===== config.mk =====
export PLATFORM = sky130hd
export DESIGN_NAME = cec_ctrl
export DESIGN_NICKNAME = d
export VERILOG_FILES = /design/src/shared/cec_pkg.sv /design/src/cec_ctrl.sv
export VERILOG_INCLUDE_DIRS = /design/src /design/src/shared
export SDC_FILE = /design/constraint.sdc
export NUM_CORES = 1
export LEC_CHECK = 0
export ABC_AREA = 1
export BUFFER_PORTS_ARGS = -buffer_cell sky130_fd_sc_hd__buf_2
export CAP_MARGIN = 15
export CORE_ASPECT_RATIO = 0.75
export CORE_MARGIN = 2
export CORE_UTILIZATION = 50
export CTS_BUF_LIST = sky130_fd_sc_hd__clkbuf_4 sky130_fd_sc_hd__clkbuf_8
export DETAILED_ROUTE_END_ITERATION = 10
export GPL_TIMING_DRIVEN = 0
export PLACE_DENSITY = 0.88
export SYNTH_ARGS = -nofsm -noshare
export SYNTH_HDL_FRONTEND = slang
export SYNTH_SLANG_ARGS = --single-unit

===== constraint.sdc =====
create_clock -name sys_clk -period 2.2 [get_ports sys_clk]
set_clock_uncertainty 0.05 [all_clocks]
set_input_delay 0.44 -clock sys_clk [delete_from_list [all_inputs] [get_ports sys_clk]]
set_output_delay 0.44 -clock sys_clk [all_outputs]
set_load 0.02 [all_outputs]

===== src/shared/cec_cfg.svh =====
// constants of the crypto engine control, status and key-storage block
// assumes inclusion by bare name from the package only; the design module uses its macros without including it
//
// Function
// - op codes 1111 load key, 1110 encrypt key, 1011 gen key, 1010 random
// - op codes 0000 encrypt, 0001 decrypt, 0010 key expansion; 1001 reserved
// - cipher select bit 3: 1 routes to AES, 0 to DES
// - chaining 000 ECB, 001 CBC, 010 CFB, 011 OFB, 100 CTR; rest reserved
// - selection fields clear on reset and while power-disable is set
// - selection field writes ignored while operation-go is set
// - idle entry with idle-stop set halts the running operation
// - status bit 7 reads 1 while an operation runs
// - status bit 6 reads 1 while text register A is busy
// - aborted flag bit 5 set on software stop; blocks new operations
// - counter-wrap flag bit 4 set on CTR wrap; blocks go until cleared
// - aborted and wrap flags clear on power-disable and on go clear
// - mode fault bit 2 while op/cipher/chaining invalid; blocks program-write
// - key fault bit 1 while key/mode invalid; blocks program-write
// - page fault bit 0 when page reserved or, for the one-time array, locked; blocks programming
// - fault flags evaluate even while engine-on is 0
// - busy, key and page faults read set during every storage read
// - target bit 8: 1 programs key RAM, 0 the one-time array
// - program control bit 7 mirrors the programmed marker
// - irq enable bit 6 raises interrupt on storage op completion
// - storage-read bit 5 starts a read, hardware clears; resets to 1
// - page 0000 config page, 0001-1000 pages 1-8, higher reserved
// - go starts the operation, hardware clears on completion, software stops
// - engine-on 1 enables the module, 0 disables it
`ifndef CEC_CFG_SVH
`define CEC_CFG_SVH

// register byte offsets
`define CEC_ADDR_CTRL     12'h000
`define CEC_ADDR_STAT     12'h004
`define CEC_ADDR_PROG     12'h008

// control low field positions
`define CEC_CL_ON         15
`define CEC_CL_SIDL       13
`define CEC_CL_GO         8
`define CEC_CL_OP_HI      7
`define CEC_CL_OP_LO      4
`define CEC_CL_CPHR       3
`define CEC_CL_MODE_HI    2
`define CEC_CL_MODE_LO    0

// program control field positions
`define CEC_PC_TGT        8
`define CEC_PC_MARK       7
`define CEC_PC_IE         6
`define CEC_PC_RD         5
`define CEC_PC_PG_HI      4
`define CEC_PC_PG_LO      1
`define CEC_PC_WR         0

// operation codes
`define CEC_OP_ENC        4'h0
`define CEC_OP_DEC        4'h1
`define CEC_OP_KEXP       4'h2
`define CEC_OP_RAND       4'ha
`define CEC_OP_GENKEY     4'hb
`define CEC_OP_ENCKEY     4'he
`define CEC_OP_LOADKEY    4'hf

// chaining codes
`define CEC_MODE_ECB      3'h0
`define CEC_MODE_CBC      3'h1
`define CEC_MODE_CFB      3'h2
`define CEC_MODE_OFB      3'h3
`define CEC_MODE_CTR      3'h4

// pages and reset values
`define CEC_PAGE_LAST     4'h8
`define CEC_RD_RST        1'b1
`define CEC_OP_RST        4'h0
`define CEC_MODE_RST      3'h0

`endif


===== src/shared/cec_pkg.sv =====
// types of the crypto engine control, status and key-storage block
// assumes cec_cfg.svh sits on the include path
package cec_pkg;
    `include "cec_cfg.svh"

    // AHB-Lite address phase seen by the slave
    typedef struct packed {
        logic        hsel;
        logic [31:0] haddr;
        logic [1:0]  htrans;
        logic        hwrite;
        logic [2:0]  hsize;
        logic        hready;
    } cec_ahb_req_type;

    // command towards the cipher datapath
    typedef struct packed {
        logic       start;
        logic       halt;
        logic [3:0] operation_select;
        logic       cipher_engine_select;
        logic [2:0] chaining_mode_select;
    } cec_engine_cmd_type;

    // request towards the key storage
    typedef struct packed {
        logic       req;
        logic       write;
        logic       target_ram;
        logic [3:0] page;
    } cec_stor_req_type;
endpackage


===== src/cec_ctrl.sv =====
// control, status and key-storage program logic of the cipher engine
// assumes one AHB-Lite master, a datapath that pulses op_done and a storage
// array that pulses stor_done once per request
//
// The AHB-Lite slave port and the register offsets are this design's own decisions.
`timescale 1ns/1ps
module cec_ctrl
    import cec_pkg::*;
(
    // clock and reset
    input  wire logic               sys_clk,
    input  wire logic               rst,
    // register bus
    input  wire cec_ahb_req_type    ahb_in,
    input  wire logic [31:0]        hwdata,
    output logic [31:0]             hrdata,
    output logic                    hreadyout,
    output logic                    hresp,
    // system state
    input  wire logic               module_power_disable,
    input  wire logic               cpu_idle,
    // cipher datapath
    output cec_engine_cmd_type      engine_cmd,
    input  wire logic               op_done,
    input  wire logic               text_a_busy,
    input  wire logic               ctr_wrap,
    input  wire logic               key_cfg_invalid,
    // key storage
    output cec_stor_req_type        stor_req,
    input  wire logic               stor_done,
    input  wire logic [8:0]         page_locked,
    input  wire logic               programmed_marker,
    output logic                    stor_irq
);

    logic        engine_on;
    logic        idle_stop;
    logic        go;
    logic [3:0]  operation_select;
    logic        cipher_engine_select;
    logic [2:0]  chaining_mode_select;
    logic        aborted_flag;
    logic        counter_wrap_flag;
    logic        program_target_select;
    logic        storage_op_irq_enable;
    logic        storage_read;
    logic [3:0]  program_page_select;
    logic        program_write;
    logic        dph_wr;
    logic [11:0] dph_addr;
    logic        start_q;
    logic        halt_q;
    logic        aph;
    logic        wr_ctrl;
    logic        wr_prog;
    logic        mode_config_fault;
    logic        key_config_fault;
    logic        program_page_fault;
    logic        wr_mode_bad;
    logic        wr_page_bad;
    logic        halt;
    logic        go_set;
    logic        flag_clr;
    logic        abort_set;
    logic        wrap_set;
    logic        wr_set;
    logic        rd_set;
    logic [15:0] ctrl_word;
    logic [15:0] stat_word;
    logic [15:0] prog_word;
    logic [15:0] next_rdata;

    // bus slave never stalls and never errors
    assign hreadyout = 1'b1;
    assign hresp     = 1'b0;
    assign aph       = ahb_in.hsel && ahb_in.htrans[1] && ahb_in.hready;

    // write data arrives one cycle after its address
    always_ff @(posedge sys_clk or posedge rst) begin
        if (rst) begin
            dph_wr   <= 1'b0;
            dph_addr <= 12'h000;
        end else begin
            dph_wr   <= aph && ahb_in.hwrite;
            dph_addr <= ahb_in.haddr[11:0];
        end
    end

    assign wr_ctrl = dph_wr && (dph_addr == `CEC_ADDR_CTRL);
    assign wr_prog = dph_wr && (dph_addr == `CEC_ADDR_PROG);

    // op/cipher/chaining validity; also applied to the word being written
    function automatic logic cec_mode_bad(input logic [3:0] op, input logic cphr, input logic [2:0] chain);
        logic bad;
        bad = 1'b0;
        case (op)
            `CEC_OP_ENC,
            `CEC_OP_DEC:     bad = 1'b0;
            `CEC_OP_KEXP:    bad = !cphr;
            `CEC_OP_RAND,
            `CEC_OP_GENKEY,
            `CEC_OP_ENCKEY,
            `CEC_OP_LOADKEY: bad = 1'b0;
            default:         bad = 1'b1;
        endcase
        if (chain > `CEC_MODE_CTR) begin
            bad = 1'b1;
        end
        return bad;
    endfunction

    // reserved pages above 8; lock bits only guard the one-time array
    function automatic logic cec_page_bad(input logic [3:0] page, input logic to_ram, input logic [8:0] locked);
        logic bad;
        bad = 1'b0;
        if (page > `CEC_PAGE_LAST) begin
            bad = 1'b1;
        end else if (!to_ram) begin
            bad = locked[page];
        end
        return bad;
    endfunction

    // evaluated regardless of engine-on
    assign mode_config_fault  = cec_mode_bad(operation_select, cipher_engine_select, chaining_mode_select);
    // a word that sets go or program-write together with new fields is judged on both
    assign wr_mode_bad        = cec_mode_bad(hwdata[`CEC_CL_OP_HI:`CEC_CL_OP_LO], hwdata[`CEC_CL_CPHR],
                                             hwdata[`CEC_CL_MODE_HI:`CEC_CL_MODE_LO]);
    assign wr_page_bad        = cec_page_bad(hwdata[`CEC_PC_PG_HI:`CEC_PC_PG_LO], hwdata[`CEC_PC_TGT],
                                             page_locked);

    // key validity comes from the key-source tables outside
    assign key_config_fault = key_cfg_invalid;

    assign program_page_fault = cec_page_bad(program_page_select, program_target_select,
                                             page_locked);

    // stop causes: software stop, idle stop, module disable
    assign halt = go && ((wr_ctrl && !hwdata[`CEC_CL_GO]) ||
                         (idle_stop && cpu_idle) ||
                         !engine_on);
    assign abort_set = halt && !op_done;
    assign go_set    = !go && wr_ctrl && hwdata[`CEC_CL_GO] && engine_on && hwdata[`CEC_CL_ON] &&
                       !aborted_flag && !counter_wrap_flag &&
                       !mode_config_fault && !wr_mode_bad && !key_config_fault &&
                       !storage_read && !program_write;
    // writing go low while idle clears the sticky flags
    assign flag_clr  = wr_ctrl && !hwdata[`CEC_CL_GO] && !go;
    assign wrap_set  = go && ctr_wrap && (chaining_mode_select == `CEC_MODE_CTR);

    // engine-on and idle-stop stay writable during an operation
    always_ff @(posedge sys_clk or posedge rst) begin
        if (rst) begin
            engine_on <= 1'b0;
            idle_stop <= 1'b0;
        end else if (module_power_disable) begin
            engine_on <= 1'b0;
            idle_stop <= 1'b0;
        end else if (wr_ctrl) begin
            engine_on <= hwdata[`CEC_CL_ON];
            idle_stop <= hwdata[`CEC_CL_SIDL];
        end
    end

    // selection fields, locked while an operation runs
    always_ff @(posedge sys_clk or posedge rst) begin
        if (rst) begin
            operation_select     <= `CEC_OP_RST;
            cipher_engine_select <= 1'b0;
            chaining_mode_select <= `CEC_MODE_RST;
        end else if (module_power_disable) begin
            operation_select     <= `CEC_OP_RST;
            cipher_engine_select <= 1'b0;
            chaining_mode_select <= `CEC_MODE_RST;
        end else if (wr_ctrl && !go) begin
            operation_select     <= hwdata[`CEC_CL_OP_HI:`CEC_CL_OP_LO];
            cipher_engine_select <= hwdata[`CEC_CL_CPHR];
            chaining_mode_select <= hwdata[`CEC_CL_MODE_HI:`CEC_CL_MODE_LO];
        end
    end

    // operation-go: completion wins over a stop in the same cycle
    always_ff @(posedge sys_clk or posedge rst) begin
        if (rst) begin
            go <= 1'b0;
        end else if (module_power_disable) begin
            go <= 1'b0;
        end else if (go) begin
            go <= !(op_done || halt);
        end else begin
            go <= go_set;
        end
    end

    // one-cycle strobes to the datapath
    always_ff @(posedge sys_clk or posedge rst) begin
        if (rst) begin
            start_q <= 1'b0;
            halt_q  <= 1'b0;
        end else begin
            start_q <= go_set && !module_power_disable;
            halt_q  <= abort_set && !module_power_disable;
        end
    end

    // sticky flags; a set wins over a go-clear write, power-disable wins over a set
    always_ff @(posedge sys_clk or posedge rst) begin
        if (rst) begin
            aborted_flag      <= 1'b0;
            counter_wrap_flag <= 1'b0;
        end else if (module_power_disable) begin
            aborted_flag      <= 1'b0;
            counter_wrap_flag <= 1'b0;
        end else begin
            aborted_flag      <= abort_set || (aborted_flag && !flag_clr);
            counter_wrap_flag <= wrap_set || (counter_wrap_flag && !flag_clr);
        end
    end

    // software storage requests: only with engine on, go clear, never both; the reset read starts with engine off
    assign wr_set = wr_prog && hwdata[`CEC_PC_WR] && !hwdata[`CEC_PC_RD] &&
                    engine_on && !go && !storage_read && !program_write &&
                    !mode_config_fault && !key_config_fault && !program_page_fault && !wr_page_bad;
    assign rd_set = wr_prog && hwdata[`CEC_PC_RD] && !hwdata[`CEC_PC_WR] &&
                    engine_on && !go && !storage_read && !program_write;

    // program control fields
    always_ff @(posedge sys_clk or posedge rst) begin
        if (rst) begin
            program_target_select <= 1'b0;
            storage_op_irq_enable <= 1'b0;
            program_page_select   <= 4'h0;
        end else if (module_power_disable) begin
            storage_op_irq_enable <= 1'b0;
            program_page_select   <= 4'h0;
        end else if (wr_prog && !storage_read && !program_write) begin
            program_target_select <= hwdata[`CEC_PC_TGT];
            storage_op_irq_enable <= hwdata[`CEC_PC_IE];
            program_page_select   <= hwdata[`CEC_PC_PG_HI:`CEC_PC_PG_LO];
        end
    end

    // read starts at power-on; survives power-disable so the array reloads
    always_ff @(posedge sys_clk or posedge rst) begin
        if (rst) begin
            storage_read <= `CEC_RD_RST;
        end else if (storage_read) begin
            storage_read <= !stor_done;
        end else begin
            storage_read <= rd_set;
        end
    end

    // program-write, cleared by completion or power-disable
    always_ff @(posedge sys_clk or posedge rst) begin
        if (rst) begin
            program_write <= 1'b0;
        end else if (module_power_disable) begin
            program_write <= 1'b0;
        end else if (program_write) begin
            program_write <= !stor_done;
        end else begin
            program_write <= wr_set;
        end
    end

    // completion interrupt pulse
    always_ff @(posedge sys_clk or posedge rst) begin
        if (rst) begin
            stor_irq <= 1'b0;
        end else begin
            stor_irq <= stor_done && (storage_read || program_write) && storage_op_irq_enable;
        end
    end

    // readback words
    assign ctrl_word = {engine_on, 1'b0, idle_stop, 4'h0, go, operation_select,
                        cipher_engine_select, chaining_mode_select};
    assign stat_word = {8'h00,
                        go || storage_read,
                        text_a_busy,
                        aborted_flag, counter_wrap_flag, 1'b0,
                        mode_config_fault,
                        key_config_fault || storage_read,
                        program_page_fault || storage_read};
    assign prog_word = {7'h00, program_target_select,
                        programmed_marker,
                        storage_op_irq_enable, storage_read, program_page_select, program_write};

    always_comb begin
        case (ahb_in.haddr[11:0])
            `CEC_ADDR_CTRL: next_rdata = ctrl_word;
            `CEC_ADDR_STAT: next_rdata = stat_word;
            `CEC_ADDR_PROG: next_rdata = prog_word;
            default:        next_rdata = 16'h0000;
        endcase
    end

    // read data captured at the address phase, stands through the data phase
    always_ff @(posedge sys_clk or posedge rst) begin
        if (rst) begin
            hrdata <= 32'h0000_0000;
        end else if (aph && !ahb_in.hwrite) begin
            hrdata <= {16'h0000, next_rdata};
        end
    end

    // outputs to the datapath and storage
    assign engine_cmd.start                = start_q;
    assign engine_cmd.halt                 = halt_q;
    assign engine_cmd.operation_select     = operation_select;
    assign engine_cmd.cipher_engine_select = cipher_engine_select;
    assign engine_cmd.chaining_mode_select = chaining_mode_select;
    assign stor_req.req        = storage_read || program_write;
    assign stor_req.write      = program_write;
    assign stor_req.target_ram = program_target_select;
    assign stor_req.page       = program_page_select;
endmodule


# Word-level counts from Yosys, hierarchy flattened
# Cells that the tools add are included.
dict set report classes {
  eq_ne 16
  n_mul 0
  n_lt_le_gt_ge 6
  n_bitwise 1
  div 0
  addsub 0
  shifts 0
  reduce_logical 89
  n_mux 34
}
# operator n
set ops {}
lappend ops {{$logic_and A1 B1 Y1} 48}
lappend ops {{$pmux W16 S3} 1}
lappend ops {{$eq A4 B4 Y1 const B} 8}
lappend ops {{$eq A12 B4 Y1 const B} 2}
lappend ops {{$logic_not A12 Y1} 2}
lappend ops {{$mux W1} 23}
lappend ops {{$logic_not A1 Y1} 22}
lappend ops {{$mux W4} 4}
lappend ops {{$eq A12 B3 Y1 const B} 1}
lappend ops {{$reduce_or A6 Y1} 2}
lappend ops {{$lt A4 B5 Y1 const B} 2}
lappend ops {{$logic_or A1 B1 Y1} 9}
lappend ops {{$bmux W1 S4} 2}
lappend ops {{$eq A4 B1 Y1 const B} 2}
lappend ops {{$eq A4 B2 Y1 const B} 2}
lappend ops {{$gt A4 B4 Y1 const B} 2}
lappend ops {{$logic_not A4 Y1} 2}
lappend ops {{$gt A3 B3 Y1 const B} 2}
lappend ops {{$mux W3} 2}
lappend ops {{$reduce_bool A2 Y1} 3}
lappend ops {{$pmux W1 S2} 2}
lappend ops {{$eq A3 B3 Y1 const B} 1}
lappend ops {{$reduce_and A2 Y1} 1}
lappend ops {{$not A1 Y1} 1}
dict set report totals {
  mem_bits_ro 0
  out_inout_bits 52
  word_cells 165
  regBits 53
  mem_bits_rw 0
  inputBits 91
  latchBits 0
  memories 0
}

# Depth between registers and ports, before layout
# Gate-level depths: netlist (run 1).
dict set report logic_depth {
  word_depth 15
  depth_mapped 13
  depth_no_buf 13
}

# Least setup slack after synthesis (run 1)
# OpenSTA, ideal clock, no wires.
dict set report synth_timing {
  path_kind {input -> register}
  from {in ahb_in[18] (netlist name)}
  to {reg hrdata[3]}
  setup_slack_ps 766
  cell_stages 8
  arrival_ps 1318
  t_required_ps 2084
  n_path_buf 1
  setup_time_ps 66
  path_cell_list {nor2_1 -> nand2_2 -> nor2_8 -> nand4_4 -> buf_6 -> o22ai_1 -> nand2_1 -> nand2_1}
}
dict set report synth_between {
  elab_chain_cells 2
  elab_cells_between_ends 4
  classes_between {eq/ne (2); mux (1); reduce/logical (1)}
}
# item line
set synth_rtl {}
lappend synth_rtl {{start: declaration} cec_ctrl.sv:14} ;# input wire cec_ahb_req_type ahb_in,
lappend synth_rtl {{$eq A12 B4 Y1 (tied with other cells)} cec_ctrl.sv:291} ;# case (ahb_in.haddr[11:0])
lappend synth_rtl {{$pmux W16 S3 (*)} cec_ctrl.sv:291}
lappend synth_rtl {{end signal: assignment} cec_ctrl.sv:304} ;# hrdata <= {16'h0000, next_rdata};
lappend synth_rtl {{end: declaration} cec_ctrl.sv:16} ;# output logic [31:0] hrdata,
# Every way passes the cells marked *; elsewhere a longest branch is shown, timed or not.
# A chain may end at the register's enable or synchronous reset.

==> flow_summary_export.csv, run 1 <==
group,metric,value,unit
timing,tns,0,ns
yosys,synth-compound-area-share,0.119,
worst_setup_path,critPathLaunchType,"register",
timing,final-hold-violation-count,0,
placed_design,place.gp.congestion,0.909,
yosys,synth_top_family_by_area,"simple AND/OR/NAND/NOR gates",
grt,gr-total-overflow,0,
timing,period_share,0.787,
min_path,min_path_cells,1,
yosys,ys_types,33,
floorplanning,die_h,67.3,um
yosys,synth_xor_area_frac,0,
yosys,synth_top_area_share,0.440,
clock_tree,clkSinkCount,48,
yosys,postSynth.asyncResetShare,1.00,
pwr,powerDensity,525,nW/um^2
cells_and_area,fin_area,3350,um^2
yosys,ys_seq_area_frac,0.450,
clock_tree,cts_buffers,5,
yosys,syn_inst,334,
clock_tree,cts_max_path_buffers,2,
pwr,vdd_ir_drop_max,0.313,mV
floorplanning,die_area,5950,um^2
cells_and_area,seqCellArea,1200,um^2
yosys,synth_warnings,0,
drt,drtIter0Drc,242,
grt,grt_pass1_vias,2302,
cells_and_area,multi_input_area,1140,um^2
clock_tree,cts_tree,"built",
timing,setup_viol,0,
floorplanning,die_w,88.4,um
drt,ant_nets,0,
drt,wl_per_cell,13.1,um
cells_and_area,area_delta_synth_final,25.2,%
drt,vias,2486,
worst_setup_path,critical_path_arrival,1.24,ns
floorplanning,core_area,5240,um^2
worst_setup_path,endpoint_kind,"output pin",
drt,via_per_inst,4.86,
floorplanning,initial_utilization,0.510,
outcome,status,"complete, no violations",
yosys,synthSimpleGateAreaFrac,0.274,
yosys,muxShareOfSynthArea,0,
yosys,syn_area,2670,um^2
worst_setup_path,crit_type,"reg2out",
grt,grt_max_degree,46,
cells_and_area,fin_nets,527,
grt,antenna_found_initial,0,
yosys,ys_seq_elements,48,
yosys,ys_top_cells_by_count,"nand2_1, dfrtp_1, inv_1",
cells_and_area,diodes,0,
timing,layout_min_cycle_time,1.73,ns
clock_tree,clk_pin_slew,0.09,ns
floorplanning,io_pins,143,
placed_design,portBuffers,72,
clock_tree,htree_levels,2,
placed_design,placed_area,3230,um^2
clock_tree,postCtsSetupBuffers,0,
yosys,yosysMostFrequentCell,"nand2_1",
pwr,p_leak,1.86,nW
worst_setup_path,rr_worst_depth,5,
floorplanning,rows,23,
worst_setup_path,cp_max_fo,5,
cells_and_area,drive_above_1_share,0.316,
yosys,synth_top_area_cell,"dfrtp_1",
placed_design,hpwl,5330,um
clock_tree,clock_latency,0.31,ns
drt,drt_first_pass_iters,4,
yosys,ys_top_cells_by_area,"dfrtp_1, nand2_1, buf_4",
timing,rsz0062_at_grt,"no",
grt,track_usage,0.240,
job,maxCapViolCount,0,
cells_and_area,fillers,476,
yosys,yosys.area_share.adder,0,
drt,wl,6700,um
timing,max_freq,578,MHz
drt,drc_errors,0,
yosys,synth_edf_count,0,
yosys,synthFlopType,"dfrtp_1",
worst_setup_path,worst_ep_required_time,1.71,ns
grt,grt_first_pass_wirelength,10800,um
clock_tree,cts-root-buf,"clkbuf_8",
yosys,syn_area_per_cell,8.00,um^2
timing,slew_viol_final,0,
min_path,hold_class,"in2reg",
==> logic make-up (layout without fill, tap and decap cells) <==
group | after synthesis | count (layout)
AND/OR/NAND/NOR | 157 | 157
other | 2 | 23
AO/OA/AOI/OAI | 48 | 48
flip-flops | 48 | 48
buffers and inverters | 79 | 161
==> final timing paths <==
| path | startpoint | to | slack (ns) |
|---|---|---|---|
| max | program_write$_DFF_PP0_ | stor_req[6] | 0.47 |
| min | ahb_in[14] | dph_addr[7]$_DFF_PP0_ | 0.20 |
| max reg2reg | dph_addr[1]$_DFF_PP0_ | program_page_select[0]$_DFFE_PP0P_ | 0.52 |
| min reg2reg | hrdata[6]$_DFFE_PP0P_ | hrdata[6]$_DFFE_PP0P_ | 0.44 |
| max in group asynchronous | rst | storage_read$_DFF_PP1_ | 1.13 |
| min in group asynchronous | rst | dph_addr[0]$_DFF_PP0_ | 0.49 |
==> sequential cells by signal, indices dropped and copies added (netlist names), 3 cells and up <==
signal / flops
program_page_select: 4
dph_addr: 12
hrdata: 11
chaining_mode_select: 3
operation_select: 4
==> area by class of cell <==
cell class | instances | share of cell area
plain buffers | 32 | 0.0703
clock buffers | 6 | 0.0228
clock inverters | 2 | 0.0105
inverters | 47 | 0.0527
multi-input cells | 228 | 0.340
flip-flops and latches | 48 | 0.359
well taps | 75 | 0.0280
repair buffers | 74 | 0.117
==> stage by stage <==
step           worst slack [ns]   util  std cells  hold WS [ns]  power [mW]
2_1_floorplan             0.567      -        355         0.421        1.05
3_3_place_gp             0.0243  0.612        502         0.407        1.11
3_5_place_dp              0.471  0.616        503         0.264        1.12
4_1_cts                   0.471  0.639        512         0.190        1.77
5_1_grt                   0.424  0.639        512         0.180        1.84
6_report                  0.468  0.639        512         0.195        1.76
==> cell usage in the layout (no fill, tap or decap), drive strengths merged, types with 5 or more instances in the layout <==
| cell type | instances |
|---|---|
| o21ai | 10 |
| conb | 23 |
| o211ai | 9 |
| nand4 | 5 |
| buf | 103 |
| nand2 | 88 |
| inv | 47 |
| o22ai | 15 |
| a21oi | 11 |
| dfrtp | 47 |
| nand3 | 24 |
| nor3 | 5 |
| nor2 | 32 |
| clkbuf | 8 |
==> report_power, final <==
part | switching [mW] | total, mW | internal [mW]
clock | 0.296 | 0.646 | 0.350
sequential | 0.00369 | 0.897 | 0.893
combinational | 0.132 | 0.213 | 0.0810
total | 0.432 | 1.76 | 1.32
==> critical path: stages, from the launching register on <==
cell and delay (ns):
dfrtp_1 0.45, nor2_1 0.25, inv_1 0.07, buf_2 0.16
==> per-layer routing <==
layer  up-vias  routed length (um)  GRT usage
met4         0                  91     0.0795
li1       1227                   -          -
met2       116                2990      0.361
met1      1133                3030      0.344
met5         -                   0          0
met3        10                 588     0.0526
==> timing repair <==
item	4_1_cts	5_1_grt
resized for setup	0	0
endpoints found under the hold margin	3	0
hold buffers	1	0
No activity file was read; power rests on OpenSTA's default activity.
==> run 2, diff against run 1 <==
CORE_UTILIZATION = 42   (was 50)
PLACE_DENSITY = 0.79   (was 0.88)
clock period = 1.55 ns   (was 2.2 ns; I/O delays follow)
==> run 2 against run 1 <==
Die area grew 18%; highest routed layer unchanged; critical endpoint unchanged; total power grew 42%; hold slack lost 0.12 ns; sequential power grew 42%.
==> flow_summary_export.csv, run 2 (synthesis results as in run 1) <==
group,metric,value,unit
outcome,status,"complete, no violations",
timing,rsz0062_at_grt,"yes",
timing,final-hold-violation-count,0,
cells_and_area,drive_above_1_share,0.371,
worst_setup_path,critPathMaxStageDelay,0.60,ns
clock_tree,cts_tree,"built",
pwr,p_leak,1.93,nW
floorplanning,rows,25,
floorplanning,die_area,7020,um^2
pwr,comb_power_share,0.124,
cells_and_area,largest_reg_flops,12,
grt,gr-total-overflow,0,
timing,slew_viol_final,0,
drt,drtIter0Drc,111,
min_path,min_path_cells,1,
grt,grt_max_degree,33,
pwr,clkPwrFrac,0.364,
cells_and_area,diodes,0,
clock_tree,cts_max_path_buffers,2,
worst_setup_path,crit_family,"flip-flops",
drt,wl_per_cell,13.2,um
cells_and_area,fin_area,3490,um^2
pwr,power,2.49,mW
drt,drc_errors,0,
cells_and_area,fillers,579,
clock_tree,clock_latency,0.30,ns
drt,wl,6960,um
drt,ant_nets,0,
drt,vias,2474,
timing,max_freq,664,MHz
worst_setup_path,critical_path_arrival,1.15,ns
timing,setup_viol,0,
floorplanning,initial_utilization,0.429,
pwr,vdd_ir_drop_max,0.359,mV
pwr,p_seq_frac,0.512,
placed_design,hpwl,5510,um
timing,layout_min_cycle_time,1.51,ns
worst_setup_path,slowest_stage,"dfstp_2",
clock_tree,cts_buffers,5,
worst_setup_path,worst_ep_required_time,1.19,ns
floorplanning,io_pins,143,
clock_tree,clk_pin_slew,0.09,ns
worst_setup_path,endpoint_kind,"output pin",
cells_and_area,top_regs,"dph_addr x12, hrdata x11",
min_path,hold_class,"in2reg",
job,maxCapViolCount,0,
floorplanning,core_area,6220,um^2
pwr,powerDensity,712,nW/um^2
worst_setup_path,cp_num_cells,3,
pwr,switching_share,0.244,
worst_setup_path,path_cells,"nor2_4, inv_1, buf_4",
placed_design,portBuffers,72,
placed_design,place.gp.congestion,0.974,
placed_design,placed_area,3230,um^2
timing,period_share,0.972,
grt,grt_first_pass_wirelength,10700,um
cells_and_area,final_cell_mix,"nand2_1, buf_2, dfrtp_1",
pwr,switchingPower,0.606,mW
cells_and_area,regMostFlops,"dph_addr",
grt,track_usage,0.201,
pwr,internal_power,1.88,mW
grt,antenna_found_initial,0,
worst_setup_path,critPathLaunchType,"register",
clock_tree,clkSinkCount,48,
clock_tree,htree_levels,2,
cells_and_area,final_common_cell,"nand2_1",
cells_and_area,fin_nets,535,
floorplanning,die_w,96.1,um
grt,grt_pass1_vias,2235,
timing,tns,0,ns
floorplanning,die_h,73.1,um
worst_setup_path,rr_worst_depth,9,
worst_setup_path,path_buf_inv,2,
drt,drt_first_pass_iters,4,
drt,via_per_inst,4.70,
clock_tree,cts-root-buf,"clkbuf_8",
worst_setup_path,crit_type,"reg2out",
cells_and_area,area_delta_synth_final,30.8,%
timing,hold_slack,0.0744,ns
worst_setup_path,cp_max_fo,5,
==> run 2: cell count changes in the layout (fill, tap and decap cells not counted), sizes merged <==
cell	previous run	this run
buf	103	111
==> run 2: final cells by class <==
type                            instances  area [um^2]  share of cell area
Timing Repair Buffer                   82          453               0.130
Tap cell                               81          101              0.0290
Clock inverter                          2         35.0              0.0100
Sequential cell                        48         1210               0.346
Clock buffer                            6         76.3              0.0218
Inverter                               47          179              0.0512
Multi-Input combinational cell        228         1210               0.346
Buffer                                 32          235              0.0673
==> run 2: power groups by stage <==
| stage | combinational, mW | sequential, mW | clock, mW |
|---|---|---|---|
| 2_1_floorplan | 0.193 | 1.30 | 0 |
| 3_3_place_gp | 0.288 | 1.30 | 0 |
| 5_1_grt | 0.339 | 1.28 | 0.983 |
| 6_report | 0.307 | 1.27 | 0.906 |
| 4_1_cts | 0.301 | 1.27 | 0.926 |
| 3_5_place_dp | 0.296 | 1.30 | 0 |
==> run 2: per-layer routing <==
| layer | global-route usage | wire length (um) |
|---|---|---|
| met5 | 0 | 0 |
| met4 | 0.0508 | 55 |
| met3 | 0.0413 | 526 |
| met2 | 0.291 | 3070 |
| met1 | 0.307 | 3300 |
==> run 2: stage by stage <==
| stage | instances | utilization | worst slack, ns |
|---|---|---|---|
| finish | 526 | 0.561 | 0.0431 |
| global route | 526 | 0.561 | -0.0984 |
| CTS | 521 | 0.545 | -0.000893 |
| detailed placement | 509 | 0.519 | -0.0651 |
| global placement | 508 | 0.516 | -0.543 |
| floorplan | 355 | - | 0.0472 |
==> run 2: final timing paths <==
check | start | end | slack, ns
worst max register to register | dph_addr[0]$_DFF_PP0_ | chaining_mode_select[1]$_DFFE_PP0P_ | 0.05
max in group asynchronous | rst | storage_read$_DFF_PP1_ | 0.41
worst max-delay path | storage_read$_DFF_PP1_ | stor_req[6] | 0.04
min in group asynchronous | rst | hrdata[8]$_DFFE_PP0P_ | 0.47
worst min-delay path | ahb_in[10] | dph_addr[3]$_DFF_PP0_ | 0.07
worst min register to register | hrdata[6]$_DFFE_PP0P_ | hrdata[6]$_DFFE_PP0P_ | 0.43
==> run 2: what timing repair did <==
item / CTS / global route
buffers inserted: 3 / 5
gates resized for setup: 5 / 23
endpoints found under the hold margin: 16 / 0
endpoints found under the setup margin: 12 / 21
hold buffers: 1 / 0
pin swaps: 1 / 10
